`config.mk`:
```
export PLATFORM = sky130hd
export DESIGN_NAME = bus_error_capture_regs
export DESIGN_NICKNAME = d
export VERILOG_FILES = /design/src/hw/fault_detect.v /design/src/hw/bus_error_capture_regs.v
export VERILOG_INCLUDE_DIRS = /design/src /design/src/hw
export SDC_FILE = /design/constraint.sdc
export NUM_CORES = 1
export LEC_CHECK = 0
export BUFFER_PORTS_ARGS = -buffer_cell sky130_fd_sc_hd__buf_4
export CAP_MARGIN = 0
export CORE_ASPECT_RATIO = 0.9
export CORE_UTILIZATION = 40
export CTS_BUF_LIST = sky130_fd_sc_hd__clkbuf_4 sky130_fd_sc_hd__clkbuf_8 sky130_fd_sc_hd__clkbuf_16
export CTS_CLUSTER_SIZE = 25
export DETAILED_ROUTE_END_ITERATION = 16
export PLACE_DENSITY_LB_ADDON = 0.1
export SLEW_MARGIN = 10
export SYNTH_ARGS = -nofsm -noshare
export SYNTH_HDL_FRONTEND = slang
export SYNTH_HIERARCHICAL = 1
export SYNTH_SLANG_ARGS = --single-unit
export TNS_END_PERCENT = 5
```
`constraint.sdc`:
```
create_clock -name sys_clk_i -period 3.93 [get_ports sys_clk_i]
set_clock_uncertainty 0.2 [all_clocks]
set_input_delay 0.1965 -clock sys_clk_i [delete_from_list [all_inputs] [get_ports sys_clk_i]]
set_output_delay 0.1965 -clock sys_clk_i [all_outputs]
set_load 0.02 [all_outputs]
```
`src/hw/bus_fault_map.vh`:
```
`ifndef BUS_FAULT_MAP_VH
`define BUS_FAULT_MAP_VH

// register addresses (byte addresses, all multiples of four)
`define ADDR_W 32
`define ADDR_CORE_REVISION_INFO 32'h01812000
`define ADDR_BUS_FAULT_STATUS 32'h01820400
`define ADDR_BUS_FAULT_CLEAR 32'h01820404

// bus_fault_status field layout
`define SRC_HI 31
`define SRC_LO 29
`define TAG_HI 11
`define TAG_LO 8
`define RES_HI 2
`define RES_LO 0
`define SRC_W 3
`define TAG_W 4
`define RES_W 3

// fault source encodings
`define SRC_NONE 3'h0
`define SRC_DMA_RD 3'h1
`define SRC_DMA_WR 3'h2
`define SRC_CFG_RD 3'h3
`define SRC_CFG_WR 3'h4

// response status encodings
`define RESP_OK 3'h0
`define RESP_ADDR 3'h1
`define RESP_PRIV 3'h2
`define RESP_TMO 3'h3
`define RESP_DATA 3'h4
`define RESP_EXCL 3'h7

// clear register bit
`define WIPE_BIT 0

// revision field
`define REV_W 16
`define REV_PAD 16'h0000
`define ZERO32 32'h00000000
`define ZERO_TAG 4'h0

`endif

```
`src/hw/fault_detect.v`:
```
`include "bus_fault_map.vh"
`default_nettype none

// picks the one failing response of this cycle, by fixed priority
module fault_detect (
	input wire dma_rd_vld_i, // master_dma_bus read response valid
	input wire [2:0] dma_rd_status_i, // read response status
	input wire [3:0] dma_rd_tag_i, // read_tag
	input wire dma_rd_tag_known_i, // read_tag recognised
	input wire dma_wr_vld_i, // master_dma_bus write response valid
	input wire [2:0] dma_wr_status_i, // write response status
	input wire [3:0] dma_wr_tag_i, // write_tag
	input wire dma_wr_tag_known_i, // write_tag recognised
	input wire cfg_rd_vld_i, // config read response valid
	input wire [2:0] cfg_rd_status_i, // config read status
	input wire [3:0] cfg_rd_tag_i, // config read_tag
	input wire cfg_rd_tag_known_i, // config read_tag recognised
	input wire cfg_wr_vld_i, // config write response valid
	input wire [2:0] cfg_wr_status_i, // config write status
	input wire [3:0] cfg_wr_tag_i, // config write_tag
	input wire cfg_wr_tag_known_i, // config write_tag recognised
	output reg hit_o, // some response failed this cycle
	output reg [2:0] src_o, // fault source code
	output reg [3:0] tag_o, // failing transaction tag
	output reg [2:0] res_o // result field to record
);

	wire dma_rd_bad;
	wire dma_wr_bad;
	wire cfg_rd_bad;
	wire cfg_wr_bad;

	// a non-success status or an unknown tag is a failure
	assign dma_rd_bad = dma_rd_vld_i & ((dma_rd_status_i != `RESP_OK) | ~dma_rd_tag_known_i);
	assign dma_wr_bad = dma_wr_vld_i & ((dma_wr_status_i != `RESP_OK) | ~dma_wr_tag_known_i);
	assign cfg_rd_bad = cfg_rd_vld_i & ((cfg_rd_status_i != `RESP_OK) | ~cfg_rd_tag_known_i);
	assign cfg_wr_bad = cfg_wr_vld_i & ((cfg_wr_status_i != `RESP_OK) | ~cfg_wr_tag_known_i);

	// lowest source code wins when several fail together; only one record fits
	always @*
	begin
		hit_o = 1'b1;
		src_o = `SRC_NONE;
		tag_o = `ZERO_TAG;
		res_o = `RESP_OK;
		if (dma_rd_bad)
		begin
			src_o = `SRC_DMA_RD;
			tag_o = dma_rd_tag_i;
			res_o = dma_rd_tag_known_i ? dma_rd_status_i : `RESP_OK;
		end
		else if (dma_wr_bad)
		begin
			src_o = `SRC_DMA_WR;
			tag_o = dma_wr_tag_i;
			res_o = dma_wr_tag_known_i ? dma_wr_status_i : `RESP_OK;
		end
		else if (cfg_rd_bad)
		begin
			src_o = `SRC_CFG_RD;
			tag_o = cfg_rd_tag_i;
			res_o = cfg_rd_tag_known_i ? cfg_rd_status_i : `RESP_OK;
		end
		else if (cfg_wr_bad)
		begin
			src_o = `SRC_CFG_WR;
			tag_o = cfg_wr_tag_i;
			res_o = cfg_wr_tag_known_i ? cfg_wr_status_i : `RESP_OK;
		end
		else
			hit_o = 1'b0;
	end

endmodule // fault_detect

`default_nettype wire

```
`src/hw/bus_error_capture_regs.v`:
```
// Summary of operation
// a failed read or write on either bus is latched into bus_fault_status
// bits 31-29 give source: 1 dma read, 2 dma write, 3 cfg read, 4 cfg write
// the failing read_tag or write_tag is stored in bits 11-8
// bits 2-0 hold the returned status code of the failing response
// success causes no capture; unknown tag is captured with result zero
// writing one to clear bit 0 zeroes the whole status register; a failure arriving in that same cycle is captured instead
// writing zero to the clear bit leaves the status register unchanged
// after one capture, later errors are neither recorded nor overwrite it
// revision register is read-only: number in 15-0, zeros above
// status reads zero after reset and reserved bits always read zero
//
// Strobed register access is this design's own decision.
`include "bus_fault_map.vh"
`default_nettype none

module bus_error_capture_regs #(
	parameter [15:0] REVISION = 16'h0001 // arbitrary value, set per silicon revision
) (
	input wire sys_clk_i, // 40 MHz clock
	input wire rst_n_i, // synchronous reset, active low
	input wire [31:0] addr_i, // register byte address
	input wire [31:0] wdata_i, // write data
	input wire wr_i, // write strobe
	input wire rd_i, // read strobe
	output reg [31:0] rdata_o, // read data, valid the cycle after rd_i
	output reg fault_held_o, // a fault record is held
	input wire dma_rd_vld_i, // master_dma_bus read response valid
	input wire [2:0] dma_rd_status_i, // read response status
	input wire [3:0] dma_rd_tag_i, // read_tag
	input wire dma_rd_tag_known_i, // read_tag recognised
	input wire dma_wr_vld_i, // master_dma_bus write response valid
	input wire [2:0] dma_wr_status_i, // write response status
	input wire [3:0] dma_wr_tag_i, // write_tag
	input wire dma_wr_tag_known_i, // write_tag recognised
	input wire cfg_rd_vld_i, // config read response valid
	input wire [2:0] cfg_rd_status_i, // config read status
	input wire [3:0] cfg_rd_tag_i, // config read_tag
	input wire cfg_rd_tag_known_i, // config read_tag recognised
	input wire cfg_wr_vld_i, // config write response valid
	input wire [2:0] cfg_wr_status_i, // config write status
	input wire [3:0] cfg_wr_tag_i, // config write_tag
	input wire cfg_wr_tag_known_i // config write_tag recognised
);

	reg [2:0] src_r;
	reg [3:0] tag_r;
	reg [2:0] res_r;
	reg [2:0] src_nxt;
	reg [3:0] tag_nxt;
	reg [2:0] res_nxt;
	wire hit;
	wire [2:0] hit_src;
	wire [3:0] hit_tag;
	wire [2:0] hit_res;
	wire armed;
	wire wipe;
	wire [31:0] status_word;

	fault_detect u_detect (
		.dma_rd_vld_i(dma_rd_vld_i),
		.dma_rd_status_i(dma_rd_status_i),
		.dma_rd_tag_i(dma_rd_tag_i),
		.dma_rd_tag_known_i(dma_rd_tag_known_i),
		.dma_wr_vld_i(dma_wr_vld_i),
		.dma_wr_status_i(dma_wr_status_i),
		.dma_wr_tag_i(dma_wr_tag_i),
		.dma_wr_tag_known_i(dma_wr_tag_known_i),
		.cfg_rd_vld_i(cfg_rd_vld_i),
		.cfg_rd_status_i(cfg_rd_status_i),
		.cfg_rd_tag_i(cfg_rd_tag_i),
		.cfg_rd_tag_known_i(cfg_rd_tag_known_i),
		.cfg_wr_vld_i(cfg_wr_vld_i),
		.cfg_wr_status_i(cfg_wr_status_i),
		.cfg_wr_tag_i(cfg_wr_tag_i),
		.cfg_wr_tag_known_i(cfg_wr_tag_known_i),
		.hit_o(hit),
		.src_o(hit_src),
		.tag_o(hit_tag),
		.res_o(hit_res)
	);

	// a zero source field means nothing held, so capture is armed
	assign armed = (src_r == `SRC_NONE);
	assign wipe = wr_i & (addr_i == `ADDR_BUS_FAULT_CLEAR) & wdata_i[`WIPE_BIT]; // see R6

	// event in the same cycle as a wipe wins, so no fault is lost
	always @*
	begin
		src_nxt = src_r;
		tag_nxt = tag_r;
		res_nxt = res_r;
		if (hit & (armed | wipe)) // see R1
		begin
			src_nxt = hit_src;
			tag_nxt = hit_tag;
			res_nxt = hit_res;
		end
		else if (wipe)
		begin
			src_nxt = `SRC_NONE;
			tag_nxt = `ZERO_TAG;
			res_nxt = `RESP_OK;
		end
	end

	// capture record
	always @(posedge sys_clk_i)
	begin
		if (!rst_n_i)
		begin
			src_r <= `SRC_NONE;
			tag_r <= `ZERO_TAG;
			res_r <= `RESP_OK;
		end
		else
		begin
			src_r <= src_nxt;
			tag_r <= tag_nxt;
			res_r <= res_nxt;
		end
	end

	// reserved bits tied to zero
	assign status_word = {src_r, 17'h00000, tag_r, 5'h00, res_r};

	// read data registered; unmapped and write-only addresses read zero
	always @(posedge sys_clk_i)
	begin
		if (!rst_n_i)
		begin
			rdata_o <= `ZERO32;
			fault_held_o <= 1'b0;
		end
		else
		begin
			fault_held_o <= (src_nxt != `SRC_NONE);
			if (!rd_i)
				rdata_o <= `ZERO32;
			else if (addr_i == `ADDR_CORE_REVISION_INFO)
				rdata_o <= {`REV_PAD, REVISION};
			else if (addr_i == `ADDR_BUS_FAULT_STATUS)
				rdata_o <= status_word;
			else
				rdata_o <= `ZERO32;
		end
	end

endmodule // bus_error_capture_regs

`default_nettype wire

```
### Word-level counts from Yosys, hierarchy flattened

Cells that the tools add are included.

* register bits: 43
* logic and storage cells: 67
* output and inout bits: 33
* input port bits: 104

* equality and inequality tests: 3
* muxes and demuxes: 28
* bitwise gates (word level): 19
* reductions and logical operators: 10

Operators by type and width (count)
* $eq 32x25->1 const B: 3
* $mux 3: 16
* $mux 4: 6
* $reduce_bool 3->1: 5
* $and 1x1->1: 7
* $not 1->1: 7
* $mux 1: 6
* $or 1x1->1: 5
* $reduce_or 4->1: 1
* $logic_not 3->1: 1
* $reduce_or 3->1: 1
* $reduce_and 2->1: 1
* $reduce_bool 2->1: 1

### Logic depth before layout (Yosys ltp)

* word-level depth: 10
* mapped depth: 9
* gate-level depth less buffers: 7

### By module

The synthesis kept the hierarchy.

By module, submodules not included
* bus_error_capture_regs: cells each 127, sequential area each 420.4 µm², area each 1149.9 µm², instances 1
* fault_detect: cells each 55, sequential area each 0.0 µm², area each 366.6 µm², instances 1

### Least setup slack after synthesis

No wires, ideal clock.

* kind: input to register
* start: in dma_rd_status_i[0]
* end: reg res_r[1]
* arrival: 2.146 ns
* library setup time: 0.083 ns
* stages on the path: 8
* path slack: 1.502 ns
* path buffers: 1
* required time: 3.647 ns
* path through: or4b_1 and2_4 buf_6 nor4_4 a32o_1 nand3_1 or4_1 o221ai_1

* elaborated cells on any way between the ends: 8
* classes of those cells: mux: 3; bitwise: 3; reduce/logical: 2

RTL lines
* from (decl): RTL line bus_error_capture_regs.v:29 `input wire [2:0] dma_rd_status_i,`
* $reduce_bool 3->1 (no source line)
* $or 1x1->1: RTL line fault_detect.v:34 `` assign dma_rd_bad = dma_rd_vld_i & ((dma_rd_status_i != `RESP_OK) | ~dma_rd_tag_known_i); ``
* $and 1x1->1: RTL line fault_detect.v:34
* $mux 3: RTL line fault_detect.v:46 `if (dma_rd_bad)`
* net hit_res[1]: RTL line bus_error_capture_regs.v:55 `wire [2:0] hit_res;`
* $mux 3: RTL line bus_error_capture_regs.v:93 `if (hit & (armed | wipe))`
* to (signal assigned): RTL line bus_error_capture_regs.v:114 `` res_r <= `RESP_OK; ``
* to (signal assigned): RTL line bus_error_capture_regs.v:120 `res_r <= res_nxt;`
* to (decl): RTL line bus_error_capture_regs.v:48 `reg [2:0] res_r;`

The timed path passes the listed nets, and every way through them passes these cells.
A chain may end at the register's enable or synchronous reset.

### Final worst setup path

* start: in dma_wr_status_i[0]
* end: reg res_r[1]

* elaborated cells on any way between the ends: 10
* classes of those cells: mux: 5; bitwise: 3; reduce/logical: 2

RTL lines
* from (decl): RTL line bus_error_capture_regs.v:33 `input wire [2:0] dma_wr_status_i,`
* $reduce_bool 3->1 (no source line)
* $or 1x1->1: RTL line fault_detect.v:35 `` assign dma_wr_bad = dma_wr_vld_i & ((dma_wr_status_i != `RESP_OK) | ~dma_wr_tag_known_i); ``
* $and 1x1->1: RTL line fault_detect.v:35
* $mux 3: RTL line fault_detect.v:52 `else if (dma_wr_bad)`
* $mux 3: RTL line fault_detect.v:46
* net hit_res[1]: RTL line bus_error_capture_regs.v:55
* $mux 3: RTL line bus_error_capture_regs.v:93

The timed path passes the listed nets, and every way through them passes these cells.

==> results.toml <==
[drt]
post_drt_wl_per_cell_um = 12.43
vias_per_cell = 5.338
vias = 1628
wl_met2_mm = 1.843
wl_mm = 3.790
dr.pass1.iters = 4
detail-route-antenna-nets = 0
met1_length_mm = 1.577
dr.first_iter.drc_count = 126
highest_layer = "met4"
wl_met3_um = 323
drc = 0

[timing]
fin_setup_tns_ns = 0
fmax_mhz = 399.7
finalCritPeriodShare_pct = 63.66
worstMarginPinSlew_ns = 0.7346
relSlewSlack_pct = 50.39
grt_setup_unrepaired = "no"
period_minus_slack_ns = 2.502
hold_viol = 0
setup_viol = 0
slew_violations = 0

[job]
maxCapViolations = 0

[worst_setup_path]
max_stage_delay_ns = 0.57
crit_fanout = 7
arrival_ns = 2.48
path_class = "in2reg"
cp_cell_sequence = "buf_4 -> nor4b_2 -> and2b_1 -> nor4_4 -> a32o_1 -> nand3_1 -> or4_1 -> o221ai_1"
cp_top_family = "simple AND/OR/NAND/NOR gates"
reg2reg_slack_ns = 2.50
cp-end-kind = "register"
startpoint_type = "input port"
critPathRequiredTime_ns = 3.91
path_buf_inv = 1
cp_slowest_cell = "nor4b_2"

[floorplanning]
die_w_um = 66.90
core_area_um2 = 3503
io-pin-count = 137
die_h_um = 60.41
initial_utilization_pct = 43.29
die_area_um2 = 4041
num_rows = 20

[yosys]
netlist_area_um2 = 1516
yosysWarnings = 6
ys_ff_latch = 21
synthDistinctLibCells = 44
synth_cells = 182
ys_seq_area_share_pct = 27.72
synth.avg_cell_area_um2 = 8.332

[cts]
clk_latency_ns = 0.25
post_cts_resized = 0
cts.sinks = 21
root_buffer = "clkbuf_8"
cts_made_buffers = 3
path_clk_slew_ns = 0.07
cts_htree_levels = 1
cts_hold_buf = 0
cts_buffer_depth = 2
cts_tree = "built"
post_cts_buffers = 0

[finish]
area_growth_pct = 39.03
nNetsFinal = 366
drive_above_1_share_pct = 37.16
n_antenna_cell = 0
design_area_um2 = 2108
fillCellCount = 331

[pwr]
p_sw_mw = 0.1565
cellPowerDensity_nw_per_um2 = 257.7
ir_drop_mv = 0.1215
internal_power_mw = 0.3868
power.share.clock_pct = 26.0
leakage_nw = 0.9569
swShare_pct = 28.80
power_frac_seq_pct = 43.9
p_comb_share_pct = 30.1

[grt]
grt_pass1_vias = 1465
gr-total-overflow = 0
grt_max_degree = 24
antenna_found_initial = 0
gr-usage-all-layers_pct = 20.08
grt_pass1_wl_mm = 6.230

[place]
placed_area_um2 = 2059
port_buffers = 83
gp_congestion = 0.7787
hpwl_mm = 3.170

[min_path]
hold_path.class = "in2reg"

[outcome]
outcome = "completed"
power groups by stage:
stage | Sequential (mW) | Combinational, mW | Clock, mW
2_1_floorplan | 0.242 | 0.104 | 0
3_3_place_gp | 0.243 | 0.163 | 0
3_5_place_dp | 0.243 | 0.163 | 0
4_1_cts | 0.238 | 0.164 | 0.146
5_1_grt | 0.240 | 0.179 | 0.156
6_report | 0.238 | 0.164 | 0.141
placed cells by master, fill, tap and decap left out, types with 2 or more instances in the layout:
cell	Yosys	layout
nor3_1	2	2
nand3_1	24	24
a311oi_1	4	4
nor4bb_1	2	2
o21ai_0	3	3
and3_1	3	3
or3_1	2	2
clkbuf_8	0	3
nand2_1	15	15
a221o_1	2	2
a32o_1	2	2
o221ai_1	9	9
nor3_4	2	2
nor2_1	10	10
dfxtp_1	21	21
buf_4	22	83
or4_1	9	9
o2bb2ai_1	4	4
inv_1	2	2
or4b_1	2	2
nor4_1	5	5
conb_1	1	22
and2_1	10	10
cell families after synthesis:
kind of cell / share of synthesized area (%)
buffers and inverters: 14.60
DFF: 27.72
and+or+nand+nor: 40.51
other: 0.2473
AOI/OAI and AO/OA: 16.91
final timing paths:
kind                         start                      to  depth (start not counted)
min reg2reg  tag_r[3]$_SDFFE_PN0P_  rdata_o[11]$_SDFF_PP0_                          1
max             dma_wr_status_i[0]   res_r[1]$_SDFFE_PN0P_                          8
min                     addr_i[25]   rdata_o[0]$_SDFF_PN0_                          4
max reg2reg    src_r[0]$_SDFF_PN0_   tag_r[2]$_SDFFE_PN0P_                          2
registers in the layout, indices dropped and copies added, names as in the netlist:
register,cells
rdata_o,10
src_r,3
res_r,3
fault_held_o,1
tag_r,4
through the flow:
stage	power (mW)	worst slack, ns	util [%]	std cells	hold slack [ns]
floorplan	0.3465	1.502	-	203	0.1981
detailed placement	0.4064	1.217	58.79	301	0.2467
global route	0.5756	1.338	60.18	305	0.04675
global placement	0.4056	1.205	58.79	301	0.2428
finish	0.5433	1.428	60.18	305	0.03960
CTS	0.5479	1.472	60.18	305	0.04176
worst register-to-register path, stage by stage (launching register included):
cell and delay, ns:
dfxtp_1 0.35, or3_1 0.55, o221ai_1 0.25
layer usage:
metal	vias up	GRT usage, %
met5	-	0
met4	0	3.951
met3	4	3.571
met2	91	36.65
met1	715	24.89
li1	818	-
cells in the mapped netlist, drive strengths merged:
| cell | instances | area, um^2 |
|---|---|---|
| o311ai | 1 | 8.760 |
| conb | 1 | 3.750 |
| buf | 26 | 202.7 |
| or3 | 3 | 23.77 |
| and2 | 11 | 71.32 |
| o2bb2ai | 4 | 35.03 |
| o41ai | 1 | 8.760 |
| nor3 | 4 | 42.54 |
| nor4bb | 2 | 20.02 |
| clkbuf | 3 | 11.26 |
| inv | 2 | 7.510 |
| a32oi | 1 | 8.760 |
| o221ai | 9 | 78.83 |
| and3 | 4 | 26.28 |
| a32o | 2 | 20.02 |
| o32ai | 1 | 8.760 |
| or4b | 2 | 20.02 |
| nand2 | 15 | 56.30 |
| o21ai | 4 | 20.01 |
| nor2 | 10 | 37.54 |
| nor4b | 1 | 15.01 |
| nand4b | 1 | 8.760 |
| nand4 | 2 | 18.77 |
| nand2b | 1 | 6.260 |
| a311oi | 4 | 35.03 |
| or4 | 11 | 87.58 |
| and2b | 1 | 7.510 |
| a21oi | 1 | 5.000 |
| a221o | 2 | 20.02 |
| o211ai | 1 | 7.510 |
| dfxtp | 21 | 420.4 |
| nor4 | 6 | 52.55 |
| nand3 | 24 | 120.1 |
area by class of cell:
class / instances / area [um^2] / share of cell area, %
Sequential cell: 21 / 420.4 / 19.94
Inverter: 2 / 7.507 / 0.3561
Clock buffer: 4 / 48.80 / 2.315
Timing Repair Buffer: 83 / 623.1 / 29.55
Multi-Input combinational cell: 151 / 953.4 / 45.22
Tap cell: 44 / 55.05 / 2.611
Note: power is estimated with default switching activity, not from simulation.
